[src/usdp_pkg.sv]
package usdp_pkg;

   // register byte addresses
   localparam logic [31:0] DATA_ADDR     = 32'h5000_1164;
   localparam logic [31:0] CTRL_ADDR     = 32'h5000_1180;
   localparam logic [31:0] STAT_ADDR     = 32'h5000_1184;
   localparam logic [31:0] IRQ_STAT_ADDR = 32'h5000_1188;
   localparam logic [31:0] IRQ_MASK_ADDR = 32'h5000_118C;

   // control field positions and reset value
   localparam int          CTRL_FIFO_EN_BIT = 0;
   localparam int          CTRL_IR_BIT      = 1;
   localparam logic [1:0]  CTRL_RESET       = 2'h0;

   // line status field positions
   localparam int STAT_READY_BIT      = 0;
   localparam int STAT_OE_BIT         = 1;
   localparam int STAT_TX_FULL_BIT    = 2;
   localparam int STAT_RX_FULL_BIT    = 3;
   localparam int STAT_HOLD_EMPTY_BIT = 5;

   // interrupt event positions, shared by status and mask
   localparam int         IRQ_W             = 4;
   localparam int         EV_RX_BIT         = 0;
   localparam int         EV_OE_BIT         = 1;
   localparam int         EV_HOLD_EMPTY_BIT = 2;
   localparam int         EV_TX_LOST_BIT    = 3;
   localparam logic [3:0] IRQ_RESET         = 4'h0;

   // data defaults
   localparam int          FIFO_DEPTH = 16;
   localparam logic [7:0]  BYTE_RESET = 8'h00;
   localparam logic [31:0] WORD_RESET = 32'h0000_0000;

   // one character on the serial side
   typedef struct packed {
      logic       valid;
      logic [7:0] data;
   } usdp_char_t;

   // one register bus request
   typedef struct packed {
      logic [31:0] addr;
      logic [31:0] wdata;
      logic        wr;
      logic        rd;
   } usdp_bus_req_t;

endpackage

[src/usdp_fifo.sv]
`timescale 1ns/1ps
`default_nettype none

// small character fifo; depth must be a power of two
module usdp_fifo #(
   parameter int W     = 8,
   parameter int DEPTH = 16
) (
   // clock and reset
   input  wire logic                       ref_clk,
   input  wire logic                       rstn,
   // control
   input  wire logic                       flush,
   // write side
   input  wire logic                       push,
   input  wire logic [W-1:0]               wdata,
   // read side
   input  wire logic                       pop,
   output logic      [W-1:0]               head_q,
   // state
   output logic                            full,
   output logic                            empty,
   output logic      [$clog2(DEPTH+1)-1:0] count_q
);

   localparam int AW = $clog2(DEPTH);
   localparam int CW = $clog2(DEPTH+1);

   logic [W-1:0]  mem [DEPTH];
   logic [AW-1:0] wr_ptr_q;
   logic [AW-1:0] rd_ptr_q;
   logic [AW-1:0] rd_next;
   logic          do_push;
   logic          do_pop;
   logic [W-1:0]  head_d;

   // pushes into a full fifo and pops from an empty one are ignored
   assign full    = count_q == CW'(DEPTH);
   assign empty   = count_q == '0;
   assign do_push = push & ~full;
   assign do_pop  = pop & ~empty;
   assign rd_next = do_pop ? rd_ptr_q + AW'(1) : rd_ptr_q;
   // prefetch so the head register is current the cycle after a push
   assign head_d  = (do_push && wr_ptr_q == rd_next) ? wdata : mem[rd_next];

   // storage has no reset, only the pointers, level and head do
   always_ff @(posedge ref_clk) begin
      if (do_push) begin
         mem[wr_ptr_q] <= wdata;
      end
   end

   // pointers, level and registered head
   always_ff @(posedge ref_clk or negedge rstn) begin
      if (!rstn) begin
         wr_ptr_q <= '0;
         rd_ptr_q <= '0;
         count_q  <= '0;
         head_q   <= '0;
      end else if (flush) begin
         wr_ptr_q <= '0;
         rd_ptr_q <= '0;
         count_q  <= '0;
      end else begin
         wr_ptr_q <= do_push ? wr_ptr_q + AW'(1) : wr_ptr_q;
         rd_ptr_q <= rd_next;
         count_q  <= count_q + CW'(do_push) - CW'(do_pop);
         head_q   <= head_d;
      end
   end

endmodule

`default_nettype wire

[src/usdp_irq.sv]
`timescale 1ns/1ps
`default_nettype none

// sticky event status, mask and one level interrupt
module usdp_irq #(
   parameter int N = 4
) (
   // clock and reset
   input  wire logic         ref_clk,
   input  wire logic         rstn,
   // events, one cycle pulses
   input  wire logic [N-1:0] event_i,
   // software access
   input  wire logic         clr_wr,
   input  wire logic         mask_wr,
   input  wire logic [N-1:0] wdata,
   // state
   output logic      [N-1:0] status_q,
   output logic      [N-1:0] mask_q,
   output logic              irq_q
);

   logic [N-1:0] status_d;

   // write one to clear; a new event in the same cycle wins
   assign status_d = (status_q & ~(clr_wr ? wdata : '0)) | event_i;

   always_ff @(posedge ref_clk or negedge rstn) begin
      if (!rstn) begin
         status_q <= '0;
         mask_q   <= '0;
         irq_q    <= 1'b0;
      end else begin
         status_q <= status_d;
         mask_q   <= mask_wr ? wdata : mask_q;
         irq_q    <= |(status_d & (mask_wr ? wdata : mask_q));
      end
   end

endmodule

`default_nettype wire

[src/uart_shadow_data_port.sv]
// Summary of operation
// - data location is one word alias of the receive and transmit data port
// - reads return received byte from serial or infrared input by mode
// - receive data counts as valid only while data ready is set
// - no fifo: unread byte is overwritten by the next, overrun flagged
// - fifo on: a read returns and removes the receive fifo head
// - receive fifo full: new character dropped, contents kept, overrun
// - written low byte is sent unchanged, routed to serial or infrared output by mode
// - no fifo: a write clears holding empty, later writes overwrite
// - fifo on: writes accepted up to the transmit fifo depth
// - a write to a full transmit fifo is discarded
//
// The strobed register port was chosen for this implementation.
`timescale 1ns/1ps
`default_nettype none

module uart_shadow_data_port #(
   parameter int DEPTH = usdp_pkg::FIFO_DEPTH
) (
   // clock and reset
   input  wire logic                   ref_clk,
   input  wire logic                   rstn,
   // register bus
   input  wire usdp_pkg::usdp_bus_req_t bus_req,
   output logic [31:0]                 rd_data_q,
   // receive characters from the deserialisers
   input  wire usdp_pkg::usdp_char_t   sin_rx,
   input  wire usdp_pkg::usdp_char_t   sir_rx,
   // transmit character to the serialiser
   output var usdp_pkg::usdp_char_t    tx_char_q,
   output logic                        tx_ir_q,
   input  wire logic                   tx_take,
   // interrupt
   output logic                        irq_q
);

   // fifo levels stay open; the full and empty flags are enough here

   // control and flags
   logic [1:0]              ctrl_q;
   logic                    fifo_en;
   logic                    ir_mode;
   logic [7:0]              receive_buffer_q;
   logic                    data_ready_q;
   logic                    oe_q;
   logic [7:0]              transmit_holding_q;
   logic                    holding_full_q;
   logic                    hold_empty_prev_q;

   // bus decode
   logic                    sel_data;
   logic                    sel_ctrl;
   logic                    sel_stat;
   logic                    sel_istat;
   logic                    sel_imask;
   logic                    wr_data;
   logic                    rd_data_hit;
   logic                    wr_ctrl;
   logic                    rd_stat;
   logic                    flush;

   // receive path
   usdp_pkg::usdp_char_t    rx_in;
   logic                    rx_push;
   logic                    rx_full;
   logic                    rx_empty;
   logic [7:0]              rx_head;
   logic                    rx_overrun;
   logic                    rx_stored;
   logic                    rx_data_ready_flag;

   // transmit path
   logic                    tx_push;
   logic                    tx_lost;
   logic                    tx_full;
   logic                    tx_empty;
   logic [7:0]              tx_head;
   logic                    stage_free;
   logic                    tx_avail;
   logic                    tx_move;
   logic [7:0]              tx_src;
   logic                    tx_holding_empty_flag;

   // registers seen by software
   logic [31:0]             stat_word;
   logic [31:0]             rd_mux;
   logic [usdp_pkg::IRQ_W-1:0] events;
   logic [usdp_pkg::IRQ_W-1:0] irq_status;
   logic [usdp_pkg::IRQ_W-1:0] irq_mask;

   // full-address compare; unmapped reads return zero
   function automatic logic hit(input logic [31:0] a, input logic [31:0] r);
      hit = a == r;
   endfunction

   assign sel_data  = hit(bus_req.addr, usdp_pkg::DATA_ADDR);
   assign sel_ctrl  = hit(bus_req.addr, usdp_pkg::CTRL_ADDR);
   assign sel_stat  = hit(bus_req.addr, usdp_pkg::STAT_ADDR);
   assign sel_istat = hit(bus_req.addr, usdp_pkg::IRQ_STAT_ADDR);
   assign sel_imask = hit(bus_req.addr, usdp_pkg::IRQ_MASK_ADDR);

   // strobes qualified by decode
   assign wr_data     = bus_req.wr & sel_data;
   assign rd_data_hit = bus_req.rd & sel_data;
   assign wr_ctrl     = bus_req.wr & sel_ctrl;
   assign rd_stat     = bus_req.rd & sel_stat;

   assign fifo_en = ctrl_q[usdp_pkg::CTRL_FIFO_EN_BIT];
   assign ir_mode = ctrl_q[usdp_pkg::CTRL_IR_BIT];

   // toggling fifo enable empties both fifos, stale data would mislead
   assign flush = wr_ctrl &
                  (bus_req.wdata[usdp_pkg::CTRL_FIFO_EN_BIT] != fifo_en);

   // receive side
   // one character per cycle at most, no back pressure to the line

   // input chosen by mode
   assign rx_in = ir_mode ? sir_rx : sin_rx;

   // fifo mode pushes; a full fifo keeps its contents
   assign rx_push = rx_in.valid & fifo_en;

   // overrun in either mode; without fifo a read in the same cycle frees the buffer
   assign rx_overrun = rx_in.valid &
                       (fifo_en ? rx_full
                                : (data_ready_q & ~rd_data_hit));
   assign rx_stored  = rx_in.valid & ~(fifo_en & rx_full);

   // data ready: buffer held, or fifo not empty
   assign rx_data_ready_flag = fifo_en ? ~rx_empty : data_ready_q;

   usdp_fifo #(
      .W     (8),
      .DEPTH (DEPTH)
   ) u_rx_fifo (
      .ref_clk (ref_clk),
      .rstn    (rstn),
      .flush   (flush),
      .push    (rx_push),
      .wdata   (rx_in.data),
      .pop     (rd_data_hit & fifo_en),
      .head_q  (rx_head),
      .full    (rx_full),
      .empty   (rx_empty),
      .count_q ()
   );

   // single receive buffer, the newest byte always lands
   always_ff @(posedge ref_clk or negedge rstn) begin
      if (!rstn) begin
         receive_buffer_q <= usdp_pkg::BYTE_RESET;
         data_ready_q     <= 1'b0;
      end else begin
         if (rx_in.valid && !fifo_en) begin
            receive_buffer_q <= rx_in.data;
         end
         // arrival wins over the clearing read
         data_ready_q <= ~fifo_en &
                         (rx_in.valid | (data_ready_q & ~rd_data_hit));
      end
   end

   // overrun sticks until line status is read; new overrun wins
   always_ff @(posedge ref_clk or negedge rstn) begin
      if (!rstn) begin
         oe_q <= 1'b0;
      end else begin
         oe_q <= rx_overrun | (oe_q & ~rd_stat);
      end
   end

   // transmit side
   // the output stage holds one more character beyond the fifo depth

   // fifo push, dropped when full
   assign tx_push = wr_data & fifo_en;
   assign tx_lost = wr_data & fifo_en & tx_full;

   usdp_fifo #(
      .W     (8),
      .DEPTH (DEPTH)
   ) u_tx_fifo (
      .ref_clk (ref_clk),
      .rstn    (rstn),
      .flush   (flush),
      .push    (tx_push),
      .wdata   (bus_req.wdata[7:0]),
      .pop     (tx_move & fifo_en),
      .head_q  (tx_head),
      .full    (tx_full),
      .empty   (tx_empty),
      .count_q ()
   );

   // output stage refills when empty or being taken
   assign stage_free = ~tx_char_q.valid | tx_take;
   assign tx_avail   = fifo_en ? ~tx_empty : holding_full_q;
   assign tx_move    = stage_free & tx_avail;
   assign tx_src     = fifo_en ? tx_head : transmit_holding_q;

   // holding empty: fifo empty, or single holding register free
   assign tx_holding_empty_flag = fifo_en ? tx_empty
                                          : ~holding_full_q;

   // single holding register; a second write overwrites
   always_ff @(posedge ref_clk or negedge rstn) begin
      if (!rstn) begin
         transmit_holding_q <= usdp_pkg::BYTE_RESET;
         holding_full_q     <= 1'b0;
      end else begin
         if (wr_data && !fifo_en) begin
            transmit_holding_q <= bus_req.wdata[7:0];
         end
         // a write in the move cycle keeps the register full
         holding_full_q <= ~fifo_en &
                           (wr_data | (holding_full_q & ~tx_move));
      end
   end

   // character handed to the serialiser with its route
   always_ff @(posedge ref_clk or negedge rstn) begin
      if (!rstn) begin
         tx_char_q <= '0;
         tx_ir_q   <= 1'b0;
      end else begin
         if (tx_move) begin
            tx_char_q <= '{valid: 1'b1, data: tx_src};
            tx_ir_q   <= ir_mode;
         end else if (tx_take) begin
            tx_char_q.valid <= 1'b0;
         end
      end
   end

   // edge of holding empty; resets high like the idle flag, no false edge
   always_ff @(posedge ref_clk or negedge rstn) begin
      if (!rstn) begin
         hold_empty_prev_q <= 1'b1;
      end else begin
         hold_empty_prev_q <= tx_holding_empty_flag;
      end
   end

   // control, status and interrupts
   // line status is built at read time, only overrun is stored

   always_ff @(posedge ref_clk or negedge rstn) begin
      if (!rstn) begin
         ctrl_q <= usdp_pkg::CTRL_RESET;
      end else if (wr_ctrl) begin
         ctrl_q <= bus_req.wdata[1:0];
      end
   end

   // event pulses feeding the sticky status
   assign events[usdp_pkg::EV_RX_BIT]         = rx_stored;
   assign events[usdp_pkg::EV_OE_BIT]         = rx_overrun;
   assign events[usdp_pkg::EV_HOLD_EMPTY_BIT] = tx_holding_empty_flag &
                                                ~hold_empty_prev_q;
   assign events[usdp_pkg::EV_TX_LOST_BIT]    = tx_lost;

   usdp_irq #(
      .N (usdp_pkg::IRQ_W)
   ) u_irq (
      .ref_clk  (ref_clk),
      .rstn     (rstn),
      .event_i  (events),
      .clr_wr   (bus_req.wr & sel_istat),
      .mask_wr  (bus_req.wr & sel_imask),
      .wdata    (bus_req.wdata[usdp_pkg::IRQ_W-1:0]),
      .status_q (irq_status),
      .mask_q   (irq_mask),
      .irq_q    (irq_q)
   );

   // line status word
   always_comb begin
      stat_word = usdp_pkg::WORD_RESET;
      stat_word[usdp_pkg::STAT_READY_BIT]      = rx_data_ready_flag;
      stat_word[usdp_pkg::STAT_OE_BIT]         = oe_q;
      stat_word[usdp_pkg::STAT_TX_FULL_BIT]    = fifo_en & tx_full;
      stat_word[usdp_pkg::STAT_RX_FULL_BIT]    = fifo_en & rx_full;
      stat_word[usdp_pkg::STAT_HOLD_EMPTY_BIT] = tx_holding_empty_flag;
   end

   // read selection; upper data bits are reserved and read zero
   assign rd_mux =
      sel_data  ? {24'h00_0000,
                   fifo_en ? rx_head : receive_buffer_q} :
      sel_ctrl  ? {30'h0000_0000, ctrl_q} :
      sel_stat  ? stat_word :
      sel_istat ? {28'h000_0000, irq_status} :
      sel_imask ? {28'h000_0000, irq_mask} :
      usdp_pkg::WORD_RESET;

   // read data stand only in the cycle after the strobe
   always_ff @(posedge ref_clk or negedge rstn) begin
      if (!rstn) begin
         rd_data_q <= usdp_pkg::WORD_RESET;
      end else begin
         rd_data_q <= bus_req.rd ? rd_mux : usdp_pkg::WORD_RESET;
      end
   end

endmodule

`default_nettype wire

[config.mk]
export PLATFORM = sky130hd
export DESIGN_NAME = uart_shadow_data_port
export DESIGN_NICKNAME = d
export VERILOG_FILES = /design/src/usdp_pkg.sv /design/src/usdp_fifo.sv /design/src/usdp_irq.sv /design/src/uart_shadow_data_port.sv
export SDC_FILE = /design/constraint.sdc
export NUM_CORES = 1
export LEC_CHECK = 0
export ABC_AREA = 1
export BUFFER_PORTS_ARGS = -buffer_cell sky130_fd_sc_hd__buf_2
export CAP_MARGIN = 20
export CORE_AREA = 2 2 166 168
export CTS_BUF_LIST = sky130_fd_sc_hd__clkbuf_8
export CTS_CLUSTER_SIZE = 14
export DETAILED_ROUTE_END_ITERATION = 10
export DIE_AREA = 0 0 168 170
export GPL_TIMING_DRIVEN = 0
export PLACE_DENSITY = 0.88
export SKIP_CTS_REPAIR_TIMING = 1
export SLEW_MARGIN = 25
export SYNTH_ARGS = -nofsm -noshare
export SYNTH_HDL_FRONTEND = slang
export SYNTH_SLANG_ARGS = --single-unit
export TNS_END_PERCENT = 10
[constraint.sdc]
create_clock -name ref_clk -period 4.3 [get_ports ref_clk]
set_clock_uncertainty 0.15 [all_clocks]
set_input_delay 0.215 -clock ref_clk [delete_from_list [all_inputs] [get_ports ref_clk]]
set_output_delay 0.215 -clock ref_clk [all_outputs]
set_load 0.005 [all_outputs]
==> summary.md <==
| Metric | Value |
|---|---|
| Outcome | `complete, but fails checks` |
| Failing checks | `negative hold slack` |
| Max_cap viols | `0` |
| Slew @ Worst Pin | `1.054 ns` |
| Via count | `12.56k` |
| Hold Crit Depth | `5` |
| Initial Util | `0.6151` |
| F_max | `304.9 MHz` |
| I/O Buffers | `80` |
| Initial antenna violation count | `0` |
| Ys Warns | `0` |
| Hold slack | `-0.02243 ns` |
| #FFs+latches synth | `347` |
| Critical Path End Type | `flip-flop` |
| Pwr dens | `350.5 mW/mm^2` |
| ANT nets after route | `0` |
| EDFF count, synth | `256` |
| FF-to-FF path depth | `13` |
| Clk sinks | `347` |
| Drt wl/cell | `18.17 microns` |
| Crit-path max FO | `10` |
| Syn Area/Cell | `9.953 sq um` |
| Distinct cells, synth | `44` |
| Seq/Total Area, Yosys | `0.6080` |
| CP Class | `flip-flop to flip-flop` |
| Synth-to-Final Area Change | `12.95%` |
| Fin crit share | `0.7628` |
| Drt total wl | `40160 microns` |
| Num CTS Buffers | `55` |
| Core area | `0.02665 sq mm` |
| CTS tree | `done` |
| Final setup fails | `0` |
| Die width | `168 microns` |
| RSZ-0062 raised after global routing | `false` |
| # diodes | `0` |
| Max Slew Vio Count | `0` |
| Min-delay worst type | `input port to flip-flop` |
| Clock root cell | `clkbuf_8` |
| Static leakage | `8.139 nW` |
| Top-count cell post-synth | `nand2_1` |
| Cell area after synthesis | `0.01639 sq mm` |
| Worst EP required | `4.64 ns` |
| Prevailing post-synth register cell | `edfxtp_1` |
| Area fraction of the dominant cell type after synthesis | `0.4690` |
| Post-DP HPWL | `27290 microns` |
| Die area | `0.02856 sq mm` |
| Post-layout min period | `3.280 ns` |
| Area contributors post-synth | `edfxtp_1 (47%), dfrtp_1 (14%), nand2_1 (7.7%)` |
| I/O pin count | `130` |
| Residual DRC count | `0` |
| Worst endpoint data arrival time | `3.62 ns` |
| DIE HEIGHT | `170 microns` |
| First drt pass iteration count | `6` |
| First-pass GRT wire length | `62570 microns` |
| Commonest cells in the netlist | `nand2_1 (337), edfxtp_1 (256), inv_1 (231)` |
| Setup TNS Final | `0 ns` |
| Share of layout cells above drive strength 1 | `0.1429` |
| Cell taking the most area after synthesis | `edfxtp_1` |
| Maximum vdd drop | `0.0003027 V` |
| Rel. slew slack | `0.2957` |
| Via density | `5.681` |
| Largest net degree at the start of global routing | `68` |
| Final Total Pwr | `6.489 mW` |
| Final Hold Vio Count | `2` |
| CTS max path bufs | `3` |
| Number of global-route vias before repair | `12.37k` |
| GRT Total Usage | `0.2817` |
| Clock Latency Late Sink | `0.61 ns` |
| Grt ovf | `0` |
| Nets | `1937` |
| Startpoint Class | `flip-flop` |
| Syn Inst Count | `1647` |
| CTS clk-pin slew, worst paths | `0.06 ns` |
| GPL Wtd Cong | `0.9441` |
| # rows | `60` |
| FFs w/ async S/R, synth | `0.2622` |
| DR iter-0 viols | `1452` |
| H-tree depth | `2` |
==> path summary, 6_finish.rpt <==
| check | from | to | slack [ns] |
|---|---|---|---|
| worst max register to register | ctrl_q[1] | u_rx_fifo.count_q[4] | 1.02 |
| worst min register to register | u_tx_fifo.head_q[6] | u_tx_fifo.head_q[6] | 0.33 |
| min in group asynchronous | rstn | rd_data_q[2] | 0.51 |
| worst min-delay path | bus_req[37] | rd_data_q[3] | -0.02 |
| max in group asynchronous | rstn | hold_empty_prev_q | 3.10 |
| worst max-delay path | ctrl_q[1] | u_rx_fifo.count_q[4] | 1.02 |
==> placed cells by master, fill, tap and decap left out, types with 4 or more instances in the layout <==
| cell type | netlist | final |
|---|---|---|
| buf_2 | 28 | 107 |
| clkinv_2 | 0 | 4 |
| nor3_1 | 4 | 4 |
| conb_1 | 1 | 24 |
| ha_1 | 22 | 22 |
| nand4_1 | 15 | 15 |
| nor2_4 | 5 | 5 |
| o211ai_1 | 35 | 35 |
| edfxtp_1 | 256 | 256 |
| inv_1 | 231 | 251 |
| nand2_1 | 337 | 337 |
| dlygate4sd3_1 | 0 | 17 |
| a21oi_1 | 42 | 42 |
| nand3_1 | 204 | 204 |
| xor2_1 | 7 | 7 |
| buf_1 | 5 | 5 |
| inv_2 | 7 | 7 |
| nand3b_1 | 56 | 56 |
| o21ai_2 | 4 | 4 |
| clkinv_1 | 4 | 19 |
| buf_4 | 38 | 38 |
| or2_2 | 8 | 8 |
| nand2_2 | 6 | 6 |
| nand2_4 | 4 | 4 |
| clkbuf_8 | 0 | 56 |
| nor2_2 | 6 | 6 |
| buf_6 | 5 | 6 |
| o21ai_0 | 68 | 68 |
| nor2_1 | 110 | 110 |
| o31ai_1 | 9 | 9 |
| dfrtp_1 | 90 | 90 |
| clkbuf_1 | 15 | 15 |
==> routing by layer <==
metal / wire, microns / GRT usage / vias up
met3: 3676 / 0.04628 / 130
met2: 19800 / 0.4840 / 712
met1: 14940 / 0.3478 / 5905
met4: 1739 / 0.1429 / 0
li1: - / - / 5809
met5: 0 / 0 / -
==> final cells by class <==
type	count	area (sq um)
Buffer	91	556.8
Clock buffer	56	770.7
Clock inverter	44	215.2
Fill cell	1884	8135
Inverter	242	908.4
Multi-Input combinational cell	990	5047
Sequential cell	347	9966
Tap cell	341	426.7
Timing Repair Buffer	99	624.3
==> power by group <==
part	internal, mW	switching, mW
combinational	0.109	0.187
clock	1.27	1.28
sequential	3.63	0.0149
==> cells by family after synthesis <==
logic type / synth area share
mux: 0.0006869
buf+inv: 0.08938
compound gates: 0.05900
fa+ha+maj: 0.01924
flops: 0.6080
other cells: 0.0002288
xor+xnor: 0.005343
simple gates: 0.2182
==> stage by stage <==
step	worst slack [ns]	cell area (sq um)	utilization	cells	hold slack (ns)
global placement	1.175	17310	0.6493	2091	0.3148
finish	1.020	18520	0.6947	2210	-0.02243
floorplan	1.486	16480	-	1670	-0.2306
CTS	1.062	18330	0.6876	2192	-0.6854
detailed placement	1.096	17340	0.6506	2092	-0.06107
global route	0.8657	18520	0.6947	2210	0.007880
==> flip-flops by register name (all words and copies together), names as in the netlist, 2 cells and up <==
register,flops
ctrl_q,2
receive_buffer_q,8
u_tx_fifo.count_q,5
u_rx_fifo.mem,128
u_irq.mask_q,4
rd_data_q,8
transmit_holding_q,8
u_tx_fifo.mem,128
u_rx_fifo.count_q,5
u_rx_fifo.rd_ptr_q,4
u_tx_fifo.wr_ptr_q,4
u_tx_fifo.head_q,8
tx_char_q,9
u_rx_fifo.head_q,8
u_irq.status_q,4
u_tx_fifo.rd_ptr_q,4
u_rx_fifo.wr_ptr_q,4
==> critical path: stages, from the launching register on <==
cell and delay, ns:
dfrtp_1 0.39, clkinv_1 0.22, or2_2 0.16, o21ai_1 0.16, nor2_1 0.63, ha_1 0.28, inv_1 0.06, fa_1 0.41
or2_2 0.32, nand2_1 0.07, a21oi_1 0.07, xor2_1 0.14, nand2_1 0.07, inv_1 0.04
No activity file was read; power rests on OpenSTA's default activity.
